### config.mk
export PLATFORM = sky130hd
export DESIGN_NAME = processor_hot_monitor
export DESIGN_NICKNAME = d
export VERILOG_FILES = /design/src/design/hot_monitor_pkg.sv /design/src/design/processor_hot_monitor.sv /design/src/design/hot_glitch_filter.sv
export SDC_FILE = /design/constraint.sdc
export NUM_CORES = 1
export LEC_CHECK = 0
export BUFFER_PORTS_ARGS = -buffer_cell sky130_fd_sc_hd__clkbuf_2
export CORE_UTILIZATION = 30
export DETAILED_ROUTE_END_ITERATION = 10
export HOLD_SLACK_MARGIN = 0.05
export PLACE_DENSITY_LB_ADDON = 0.12
export SETUP_SLACK_MARGIN = 0.1
export SYNTH_ARGS = -nofsm -noshare
export SYNTH_HDL_FRONTEND = slang
export SYNTH_HIERARCHICAL = 1
export SYNTH_SLANG_ARGS = --single-unit
export TNS_END_PERCENT = 100
### constraint.sdc
create_clock -name core_clk -period 8.07 [get_ports core_clk]
set_input_delay 0.807 -clock core_clk [delete_from_list [all_inputs] [get_ports core_clk]]
set_output_delay 0.807 -clock core_clk [all_outputs]
set_load 0.03 [all_outputs]
### src/design/hot_monitor_pkg.sv
package hot_monitor_pkg;

   // core clock rate and the slow counter rate
   localparam int CORE_CLK_HZ = 40_000_000;
   localparam int COUNTER_CLK_HZ = 100_000;
   // core clocks per counter tick, derived from the two rates
   localparam int TICK_DIV = CORE_CLK_HZ / COUNTER_CLK_HZ;

   // width of the cumulative and duty cycle counts
   localparam int COUNT_W = 24;
   // default width of the assertion counter and its limit
   localparam int ASSERT_W = 16;

   // runs of this many ticks or fewer never reach the active time
   localparam int RUN_DISCARD = 50;

   // idle level of the active-low hot alert pin
   localparam logic PIN_IDLE = 1'b1;

   // reset value of the 24-bit counters and hold registers
   localparam logic [COUNT_W-1:0] COUNT_RESET = 24'h000000;

   // duty cycle monitor states
   typedef enum logic {
      DUTY_IDLE = 1'b0,
      DUTY_RUN = 1'b1
   } duty_state_e;

endpackage

### src/design/processor_hot_monitor.sv
`timescale 1ns/10ps
`default_nettype none

// Functional notes
// - core clock registers, 100 kHz tick counters
// - system reset clears every register
// - soft reset clears all but the pin synchroniser; sleep does not
// - sleep or soft reset clears counters, filter
// - event from enabled assertion or period status
// - idle after reset until monitor enable set
// - optional three-stage filter drops short pulses
// - assertion counter counts low, clears high
// - counter at or above limit sets status
// - assertion status sticky until cleared
// - duty start clears active, loads period
// - duty counters run until disable or zero
// - active counter counts low, holds high
// - active cleared: disable, period write, wrap
// - cumulative count shows live active counter
// - period end copies count, flags, reloads
// - runs of fifty ticks or fewer discarded
// - counts are twenty-four bits wide
// - byte zero read latches upper bytes
module processor_hot_monitor
   import hot_monitor_pkg::*;
#(
   parameter int ASSERT_WIDTH = ASSERT_W,
   parameter int DIVIDE = TICK_DIV
)
(
   input wire logic core_clk,
   input wire logic rst,
   input wire logic hot_alert_n,
   input wire logic monitor_enable,
   input wire logic glitch_filter_enable,
   input wire logic monitor_soft_reset,
   input wire logic sleep_request,
   input wire logic assert_event_enable,
   input wire logic period_event_enable,
   input wire logic [ASSERT_WIDTH-1:0] assert_limit,
   input wire logic [COUNT_W-1:0] period_value,
   input wire logic period_write,
   input wire logic assertion_status_clear,
   input wire logic period_status_clear,
   input wire logic cumulative_byte0_read,
   input wire logic duty_byte0_read,
   output logic hot_event,
   output logic assertion_status,
   output logic period_status,
   output logic [ASSERT_WIDTH-1:0] assertion_count,
   output logic [COUNT_W-1:0] cumulative_count,
   output logic [COUNT_W-1:0] duty_cycle_count,
   output logic [COUNT_W-1:0] cumulative_hold,
   output logic [COUNT_W-1:0] duty_hold
);

   localparam int DIV_W = $clog2(DIVIDE);
   localparam logic [DIV_W-1:0] DIV_LAST = DIV_W'(DIVIDE - 1);
   localparam logic [DIV_W-1:0] DIV_ZERO = DIV_W'(0);
   localparam logic [COUNT_W-1:0] ONE = COUNT_W'(1);
   localparam logic [COUNT_W-1:0] RUN_LIMIT = COUNT_W'(RUN_DISCARD);
   localparam logic [COUNT_W-1:0] RUN_FIRST = COUNT_W'(RUN_DISCARD + 1);
   localparam logic [ASSERT_WIDTH-1:0] ASSERT_ZERO = ASSERT_WIDTH'(0);
   localparam logic [ASSERT_WIDTH-1:0] ASSERT_MAX = {ASSERT_WIDTH{1'b1}};

   // refuse settings the counters cannot serve
   if (DIVIDE < 2) begin : g_bad_divide
      $error("divider must be at least two core clocks");
   end
   if (ASSERT_WIDTH < 1 || ASSERT_WIDTH > COUNT_W) begin : g_bad_width
      $error("assertion counter width out of range");
   end

   // saturating add, never wraps past all ones
   function automatic logic [COUNT_W-1:0] sat_add(
      input logic [COUNT_W-1:0] a,
      input logic [COUNT_W-1:0] b
   );
      logic [COUNT_W:0] sum;
      sum = {1'b0, a} + {1'b0, b};
      sat_add = sum[COUNT_W] ? {COUNT_W{1'b1}} : sum[COUNT_W-1:0];
   endfunction

   // reset domains derived from the control inputs
   logic monitor_clear; // soft reset only, sleep leaves it alone
   logic sleep_clear; // soft reset or sleep
   assign monitor_clear = monitor_soft_reset;
   assign sleep_clear = monitor_soft_reset | sleep_request;

   // pin synchroniser, three stages
   logic sync_a; // first stage, read only by sync_b
   logic sync_b; // second stage
   logic sync_c; // third stage
   logic pin_level; // accepted pin level

   // pin is asynchronous; accept a change once stages two and three agree
   always_ff @(posedge core_clk or posedge rst) begin
      if (rst) begin
         sync_a <= PIN_IDLE;
         sync_b <= PIN_IDLE;
         sync_c <= PIN_IDLE;
         pin_level <= PIN_IDLE;
      end else begin
         sync_a <= hot_alert_n;
         sync_b <= sync_a;
         sync_c <= sync_b;
         if (sync_b == sync_c) begin
            pin_level <= sync_c;
         end
      end
   end

   // counter tick divider
   logic [DIV_W-1:0] div_count; // core clocks since last tick
   logic tick; // one core clock wide, once per counter period
   logic div_wrap; // last count of the divider

   assign div_wrap = (div_count == DIV_LAST);

   // derive the slow counter rate from the core clock
   always_ff @(posedge core_clk or posedge rst) begin
      if (rst) begin
         div_count <= DIV_ZERO;
         tick <= 1'b0;
      end else if (sleep_clear) begin
         div_count <= DIV_ZERO;
         tick <= 1'b0;
      end else begin
         div_count <= div_wrap ? DIV_ZERO : div_count + 1'b1;
         tick <= div_wrap;
      end
   end

   // glitch filter on the tick
   logic filtered_n; // filtered pin, still active low
   logic hot_active; // processor running hot

   hot_glitch_filter u_filter (
      .core_clk(core_clk),
      .rst(rst),
      .tick(tick),
      .clear(sleep_clear),
      .enable(glitch_filter_enable),
      .din(pin_level),
      .dout(filtered_n)
   );

   // low level on the pin is the hot condition
   assign hot_active = monitor_enable & ~filtered_n;

   // assertion counter
   logic assert_at_max; // counter saturated
   logic assert_reached; // counter at or past the limit
   logic [ASSERT_WIDTH-1:0] next_assertion_count;

   assign assert_at_max = (assertion_count == ASSERT_MAX);
   assign assert_reached = hot_active && (assertion_count >= assert_limit);

   // count while hot, drop to zero when cool or disabled
   always_comb begin
      next_assertion_count = assertion_count;
      if (!monitor_enable) begin
         next_assertion_count = ASSERT_ZERO;
      end else if (tick) begin
         if (!hot_active) begin
            next_assertion_count = ASSERT_ZERO;
         end else if (!assert_at_max) begin
            next_assertion_count = assertion_count + 1'b1;
         end
      end
   end

   // sleep domain register for the assertion counter
   always_ff @(posedge core_clk or posedge rst) begin
      if (rst) begin
         assertion_count <= ASSERT_ZERO;
      end else if (sleep_clear) begin
         assertion_count <= ASSERT_ZERO;
      end else begin
         assertion_count <= next_assertion_count;
      end
   end

   // duty cycle monitor
   duty_state_e duty_state;
   duty_state_e next_duty_state;
   logic duty_on; // both conditions for duty monitoring hold
   logic duty_start; // first cycle of duty monitoring
   logic [COUNT_W-1:0] period_count; // counts down to the period end
   logic [COUNT_W-1:0] run_length; // ticks of the current hot run
   logic period_end; // period counter at one on a tick, reloads instead of reaching zero
   logic run_long; // current run already past the discard limit
   logic run_crossing; // run passes the discard limit this tick
   logic [COUNT_W-1:0] next_period_count;
   logic [COUNT_W-1:0] next_run_length;
   logic [COUNT_W-1:0] next_active;

   assign duty_on = monitor_enable && (period_value != COUNT_RESET);
   assign duty_start = duty_on && (duty_state == DUTY_IDLE);
   assign period_end = tick && (duty_state == DUTY_RUN) && duty_on &&
      (period_count == ONE);
   assign run_long = (run_length > RUN_LIMIT);
   assign run_crossing = (run_length == RUN_LIMIT);

   // enter on enable with a nonzero period, leave on disable or zero
   always_comb begin
      next_duty_state = duty_state;
      unique case (duty_state)
         DUTY_IDLE: begin
            if (duty_on) begin
               next_duty_state = DUTY_RUN;
            end
         end
         DUTY_RUN: begin
            if (!duty_on) begin
               next_duty_state = DUTY_IDLE;
            end
         end
      endcase
   end

   // period counter: load on start or write, count down, reload at end
   always_comb begin
      next_period_count = period_count;
      if (!duty_on) begin
         next_period_count = period_count;
      end else if (duty_start || period_write) begin
         next_period_count = period_value;
      end else if (period_end) begin
         next_period_count = period_value;
      end else if (tick) begin
         next_period_count = period_count - ONE;
      end
   end

   // length of the present hot run, zero while cool
   always_comb begin
      next_run_length = run_length;
      if (!monitor_enable) begin
         next_run_length = COUNT_RESET;
      end else if (tick) begin
         next_run_length = hot_active ? sat_add(run_length, ONE) :
            COUNT_RESET;
      end
   end

   // active time: short runs add nothing, a long run adds its whole length
   always_comb begin
      next_active = cumulative_count;
      if (!monitor_enable || duty_start || period_write || period_end) begin
         next_active = COUNT_RESET;
      end else if (!duty_on) begin
         next_active = cumulative_count;
      end else if (tick && hot_active) begin
         if (run_long) begin
            next_active = sat_add(cumulative_count, ONE);
         end else if (run_crossing) begin
            next_active = sat_add(cumulative_count, RUN_FIRST);
         end
      end
   end

   // sleep domain registers of the duty cycle monitor
   always_ff @(posedge core_clk or posedge rst) begin
      if (rst) begin
         duty_state <= DUTY_IDLE;
         period_count <= COUNT_RESET;
         run_length <= COUNT_RESET;
         cumulative_count <= COUNT_RESET;
         duty_cycle_count <= COUNT_RESET;
      end else if (sleep_clear) begin
         duty_state <= DUTY_IDLE;
         period_count <= COUNT_RESET;
         run_length <= COUNT_RESET;
         cumulative_count <= COUNT_RESET;
         duty_cycle_count <= COUNT_RESET;
      end else begin
         duty_state <= next_duty_state;
         period_count <= next_period_count;
         run_length <= next_run_length;
         cumulative_count <= next_active;
         if (period_end) begin
            duty_cycle_count <= cumulative_count;
         end
      end
   end

   // sticky status bits, set beats clear
   always_ff @(posedge core_clk or posedge rst) begin
      if (rst) begin
         assertion_status <= 1'b0;
         period_status <= 1'b0;
      end else if (monitor_clear) begin
         assertion_status <= 1'b0;
         period_status <= 1'b0;
      end else begin
         if (assert_reached) begin
            assertion_status <= 1'b1;
         end else if (assertion_status_clear) begin
            assertion_status <= 1'b0;
         end
         if (period_end) begin
            period_status <= 1'b1;
         end else if (period_status_clear) begin
            period_status <= 1'b0;
         end
      end
   end

   // combined event from the enabled status bits
   always_ff @(posedge core_clk or posedge rst) begin
      if (rst) begin
         hot_event <= 1'b0;
      end else if (monitor_clear) begin
         hot_event <= 1'b0;
      end else begin
         hot_event <= (assertion_status & assert_event_enable) |
            (period_status & period_event_enable);
      end
   end

   // upper bytes caught when byte zero is read
   always_ff @(posedge core_clk or posedge rst) begin
      if (rst) begin
         cumulative_hold <= COUNT_RESET;
         duty_hold <= COUNT_RESET;
      end else if (monitor_clear) begin
         cumulative_hold <= COUNT_RESET;
         duty_hold <= COUNT_RESET;
      end else begin
         if (cumulative_byte0_read) begin
            cumulative_hold <= {8'h00, cumulative_count[23:8]};
         end
         if (duty_byte0_read) begin
            duty_hold <= {8'h00, duty_cycle_count[23:8]};
         end
      end
   end

endmodule

`default_nettype wire

### src/design/hot_glitch_filter.sv
`timescale 1ns/10ps
`default_nettype none

// three-stage majority-free filter: when enabled, the output follows only once three
// consecutive counter-tick samples agree, so short pulses die here
module hot_glitch_filter
   import hot_monitor_pkg::*;
(
   input wire logic core_clk,
   input wire logic rst,
   input wire logic tick,
   input wire logic clear,
   input wire logic enable,
   input wire logic din,
   output logic dout
);

   logic [2:0] stage; // sample history, newest in bit 0
   logic held; // filtered level
   logic agree_low; // all samples low
   logic agree_high; // all samples high

   assign agree_low = (stage == 3'h0);
   assign agree_high = (stage == 3'h7);
   // bypass when the filter is switched off
   assign dout = enable ? held : din;

   // sample on each counter tick, clear on sleep or soft reset
   always_ff @(posedge core_clk or posedge rst) begin
      if (rst) begin
         stage <= 3'h7;
         held <= PIN_IDLE;
      end else if (clear) begin
         stage <= 3'h7;
         held <= PIN_IDLE;
      end else if (tick) begin
         stage <= {stage[1:0], din};
         if (agree_low) begin
            held <= 1'b0;
         end else if (agree_high) begin
            held <= 1'b1;
         end
      end
   end

endmodule

`default_nettype wire

Word-level counts from Yosys, hierarchy flattened
Index checks and enable logic that the tools add are counted.

Input bits: 54. Register bits after elaboration: 182. Logic and storage cells: 120. Output and inout port bits: 115.

$lt $le $gt $ge: 2. Bitwise operators: 7. Equal/unequal tests: 8. $add $sub $neg: 6. Mux-type cells: 48. Reductions and logical operators: 30.

Operators with widths (number): two-way mux 24 bit (24); two-way mux 16 bit (5); adder 24 x 1 -> 25 bit, second input constant (2); adder 24 x 6 -> 25 bit, second input constant (1); == test 24 x 1 -> 1 bit, second input constant (1); == test 24 x 6 -> 1 bit, second input constant (1); > comparator 24 x 6 -> 1 bit, second input constant (1); nonzero test 24 bit (1); subtractor 24 x 1 -> 24 bit, second input constant (1); two-way mux 9 bit (2); adder 16 x 1 -> 16 bit, second input constant (1); == test 16 bit, second input constant (1); >= comparator 16 bit (1); two-way mux 1 bit (15); nonzero test 3 bit (5); nonzero test 2 bit (5); adder 9 x 1 -> 9 bit, second input constant (1); == test 9 bit, second input constant (1); nonzero test 4 bit (2); logical AND 1 bit (7); two-way mux 3 bit (2); AND reduction 2 bit (3); logical OR 1 bit (4); != test 4 bit, second input constant (1); other kinds (9) (13).

Longest topological paths before layout
Word-level depth: 8. Depth in mapped cells: 11. Gate-level depth less buffers: 9.

Modules after synthesis
Netlist, hierarchy kept.

By module, submodules not included: processor_hot_monitor (times used 1, sequential area each 4058.9 um^2, area an instance 9083.7 um^2, cells an instance 1031); hot_glitch_filter (times used 1, sequential area each 105.1 um^2, area an instance 196.4 um^2, cells an instance 15).

Worst setup path after synthesis
No wires, ideal clock.

Path kind: input to register. Start: input port monitor_soft_reset. End: register period_count[11]. Data required time: 7992 ps. Cell stages on the path: 10. Setup time: 78 ps. Setup slack: 5385 ps. Arrival: 2606 ps. Path through: clkbuf_1 nor2_2 nand2_1 or3_1 clkbuf_1 or2_1 buf_2 buf_4 o21ai_0 o2bb2ai_1.

Longest elaborated chain between the ends: 3.

Ends and longest elaborated chain: start: declaration (line processor_hot_monitor.sv:36) `input wire logic monitor_soft_reset,`; bitwise OR 1 bit (*) (line processor_hot_monitor.sv:88) `assign sleep_clear = monitor_soft_reset | sleep_request;`; nonzero test 4 bit (no source line) or nonzero test 2 bit (tied branches); AND reduction 2 bit (no source line); end signal: assignment (line processor_hot_monitor.sv:279) `period_count <= next_period_count;`; end: declaration (line processor_hot_monitor.sv:189) `logic [COUNT_W-1:0] period_count;`.

Mark *: on every way between the ends. The rest lies on a longest branch, timed or not. A chain may end at the register's enable or synchronous reset.

Final worst setup path
Start: input port monitor_soft_reset. End: register run_length[23].

Longest elaborated chain between the ends: 2.

Ends and longest elaborated chain: bitwise OR 1 bit (*) (line processor_hot_monitor.sv:88); != test 3 x 1 -> 1 bit (no source line) or two-way mux 24 bit (tied branches); end signal: assignment (line processor_hot_monitor.sv:280) `run_length <= next_run_length;`; end: declaration (line processor_hot_monitor.sv:190) `logic [COUNT_W-1:0] run_length;`.

Marked as above.

==> qor.txt <==
=================================================================================
Routed via count divided by cell count                                       5.15
Reg2reg path depth                                                              8
Remaining design rule violation count                                           0
Post-Syn Area                                                        0.00928 mm^2
Total CTS buffers                                                              17
Buffering stage count on the worst path with inverters included                 1
Register clock-pin slew on the reported worst setup and hold paths        0.07 ns
GRT Residual Overflow                                                           0
Port bufs                                                                     152
Highest cell delay on the worst timing path                               0.73 ns
All-layer global routing usage                                              0.179
Via count of the first global-routing pass                                   7656
Clock period minus worst slack                                            3.45 ns
Iter 0 DRT Violations                                                         505
Leakage power figure                                                      4.94 nW
Min-Delay Startpoint                                                 sync_a$_DFF_PP1_
Placer Congestion                                                           0.790
Global-route wire length before repair                                   43800 um
Share of synthesized registers carrying an async set or reset                1.00
Final Power                                                             0.00188 W
PwrDens                                                               172 mW/mm^2
Top Family by Delay on Critical Path                                 simple AND/OR/NAND/NOR gates
Worst-case hold slack                                                    0.368 ns
Cell type of the slowest stage on the worst timing path              sky130_fd_sc_hd__and2_1
Number of warnings reported in the yosys synthesis log                          6
Cell breakdown of the critical path                                  clkbuf_2 > nor2_2 > nand2_1 > nor2_1 > and2_1 > a41oi_1 > a311oi_1
Mean instance size in the synthesized netlist                           8.87 um^2
Area growth, synth to finish                                                17.7%
Share of layout cells above drive strength 1                                0.191
Post-synth EDFFs                                                                0
IO Pins                                                                       169
Standard cell core area                                               0.0305 mm^2
Result of the run                                                    finished, final reports clean
Primary FF master, synth                                             sky130_fd_sc_hd__dfrtp_1
Path category of the worst min-delay check                             reg -> reg
Count of vias placed by the detailed router                                  8141
Highest clock rate                                                      0.289 GHz
Count of cell types in the netlist                                             77
Commonest non-fill, non-tap cell in the layout                       sky130_fd_sc_hd__dfrtp_1
Total Wirelength                                                         27600 um
Largest buffer count on any clock path                                          2
Post-synthesis sequential element count                                       166
Sequential area share after synthesis                                       0.449
Cells resized by post-CTS repair                                                0
Final-stage net count                                                        1251
Post-route ant nets                                                             0
RSZ-0062 raised after global routing                                        false
Setup slack of the most critical reg-to-reg path                          4.73 ns
Final hold vios                                                                 0
Initial antenna violation count                                                 0
Wire length per cell after detailed routing                               17.4 um
Post-Syn Instances                                                           1046
Transition at the pin with the smallest max-transition slack              1.00 ns
Setup TNS Final                                                              0 ns
Worst Setup Slack, final                                                  4.62 ns
Setup clock skew after layout                                           0.0174 ns
Instance count after placement with tap cells included                       1550
Endpoint of the lowest-slack register-to-register path               period_count[19]$_DFFE_PP0P_
Final setup viols                                                               0
Final period utilization                                                    0.428
Largest net degree at the start of global routing                              99
Type of element launching the critical path                             input pin
Filler-free cell count of the finished design                                1582
Initial Util                                                                0.304
Die Wd                                                                     178 um
Total count of max-transition violations in the final report                    0
Die area                                                              0.0316 mm^2
Worst setup EP type                                                      register
CP Max Fanout                                                                  37
Number of cells on the worst hold path                                          0
Max H-tree Level                                                                4
Clock latency on the worst-skew pair                                      0.44 ns
Max-capacitance violation count                                                 0
Peak supply drop                                                         0.121 mV
Data required, critical path                                              8.40 ns
Worst slack at placement                                                  4.08 ns
Post-CTS Hold Fix Bufs                                                          0
Post-detail-place hpwl                                                   18900 um
# clock sinks                                                                 166
Clock tree root buffer cell                                          sky130_fd_sc_hd__clkbuf_16
Post-CTS setup-driven buffer insertion count                                    0
Detailed Routing Iterations Pass 1                                              5
TritonCTS clock tree                                                        built
Die Y-Extent                                                               178 um
Hold EP                                                              sync_b$_DFF_PP1_
RR Startpoint                                                        period_count[8]$_DFFE_PP0P_
Total number of placement rows                                                 64
Type of the setup path with the least slack                             in -> reg
Commonest cells after routing, fill and taps aside                   sky130_fd_sc_hd__dfrtp_1, sky130_fd_sc_hd__clkbuf_2, sky130_fd_sc_hd__nand2_1
N_diodes                                                                        0
Arrival time of data at the critical path endpoint                        3.79 ns
Rel. slew slack                                                             0.328
=================================================================================
-- layout make-up --
cell class              count  area (um^2)
flip-flops and latches    166         4160
fillers                  3137        19600
clock inverters            14          189
well taps                 396          495
inverters                  39          151
multi-input cells         790         4680
repair buffers            159          813
clock buffers              18          429
-- layer usage --
metal,global-route usage,part of all wire
met1,0.260,0.50
met2,0.270,0.46
met3,0.0315,0.037
met4,0.0438,0.010
met5,0,0
-- report_power, final --
group	switching [W]	leakage, nW	internal (W)
logic	0.000105	2.36	0.0000472
clock network	0.000388	0.296	0.000498
registers	0.00000700	2.28	0.000839
total	0.000499	4.94	0.00138
-- cell usage after synthesis (all sizes together), types with 4 or more instances --
master / count / area [um^2]
nor2b: 10 / 62.6
o2bb2ai: 19 / 166
a21o: 4 / 30.0
o41ai: 4 / 53.8
a21oi: 84 / 420
or4: 4 / 33.8
and3: 12 / 75.1
nand2: 128 / 480
nand4b: 4 / 50.1
nand4: 17 / 106
mux2i: 34 / 340
xor2: 12 / 105
clkbuf: 31 / 118
o22ai: 6 / 37.5
or3: 12 / 75.1
o211ai: 5 / 37.5
xnor2: 5 / 43.8
a22oi: 5 / 56.3
and4: 4 / 35.0
and2: 4 / 25.0
dfrtp: 158 / 3950
a311oi: 5 / 43.8
buf: 35 / 228
nand3: 40 / 210
o21ai: 77 / 389
a22o: 10 / 87.6
nor3: 30 / 150
or2: 11 / 68.8
nor2: 124 / 468
ha: 24 / 300
inv: 38 / 143
nor4: 21 / 168
dfstp: 8 / 210
o21a: 5 / 37.5
a31oi: 8 / 65.1
o31ai: 13 / 97.6
-- state kept, by name, indices dropped and copies added (netlist names) --
signal	cells
duty_cycle_count	24
hot_event	1
cumulative_hold	16
assertion_status	1
sync_a	1
u_filter/stage	3
pin_level	1
tick	1
div_count	9
duty_hold	16
period_status	1
assertion_count	16
duty_state	1
u_filter/held	1
sync_b	1
run_length	24
cumulative_count	24
period_count	24
sync_c	1
-- stage by stage --
| step | instance area [um^2] | util |
|---|---|---|
| after floorplan | 9340 | - |
| after global placement | 10300 | 0.338 |
| after detailed placement | 10300 | 0.338 |
| after CTS | 10900 | 0.358 |
| after global routing | 10900 | 0.358 |
| final | 10900 | 0.358 |
-- worst max path at each step --
stage / startpoint / cells past startpoint / slack [ns] / endpoint
after floorplan: rst / 1 / 2.89 / assertion_count[0]$_DFFE_PP0P_
after global placement: monitor_soft_reset / 7 / 4.20 / run_length[23]$_DFFE_PP0P_
after detailed placement: monitor_soft_reset / 7 / 4.08 / run_length[23]$_DFFE_PP0P_
after CTS: monitor_soft_reset / 7 / 4.54 / run_length[23]$_DFFE_PP0P_
after global routing: monitor_soft_reset / 7 / 4.24 / run_length[23]$_DFFE_PP0P_
final: monitor_soft_reset / 7 / 4.62 / run_length[23]$_DFFE_PP0P_
-- worst reg2reg max path, stage by stage, from the launching register on --
cell	delay [ns]
sky130_fd_sc_hd__dfrtp_1	0.45
sky130_fd_sc_hd__or4_4	0.61
sky130_fd_sc_hd__nor4_4	0.27
sky130_fd_sc_hd__nand4b_4	0.22
sky130_fd_sc_hd__a22oi_2	0.22
sky130_fd_sc_hd__buf_4	0.44
sky130_fd_sc_hd__or2_1	0.62
sky130_fd_sc_hd__o21ai_0	0.20
sky130_fd_sc_hd__o2bb2ai_1	0.18
-- logic make-up after synthesis --
| kind of cell | Yosys count | share of synthesized area |
|---|---|---|
| AO/OA/AOI/OAI | 268 | 0.187 |
| XOR/XNOR | 17 | 0.0160 |
| adder cells (fa/ha/maj) | 25 | 0.0334 |
| buffers and inverters | 105 | 0.0530 |
| flip-flops | 166 | 0.449 |
| multiplexers | 35 | 0.0379 |
| other | 1 | 0.000404 |
| AND/OR/NAND/NOR | 429 | 0.223 |
No activity file was read; power rests on OpenSTA's default activity.
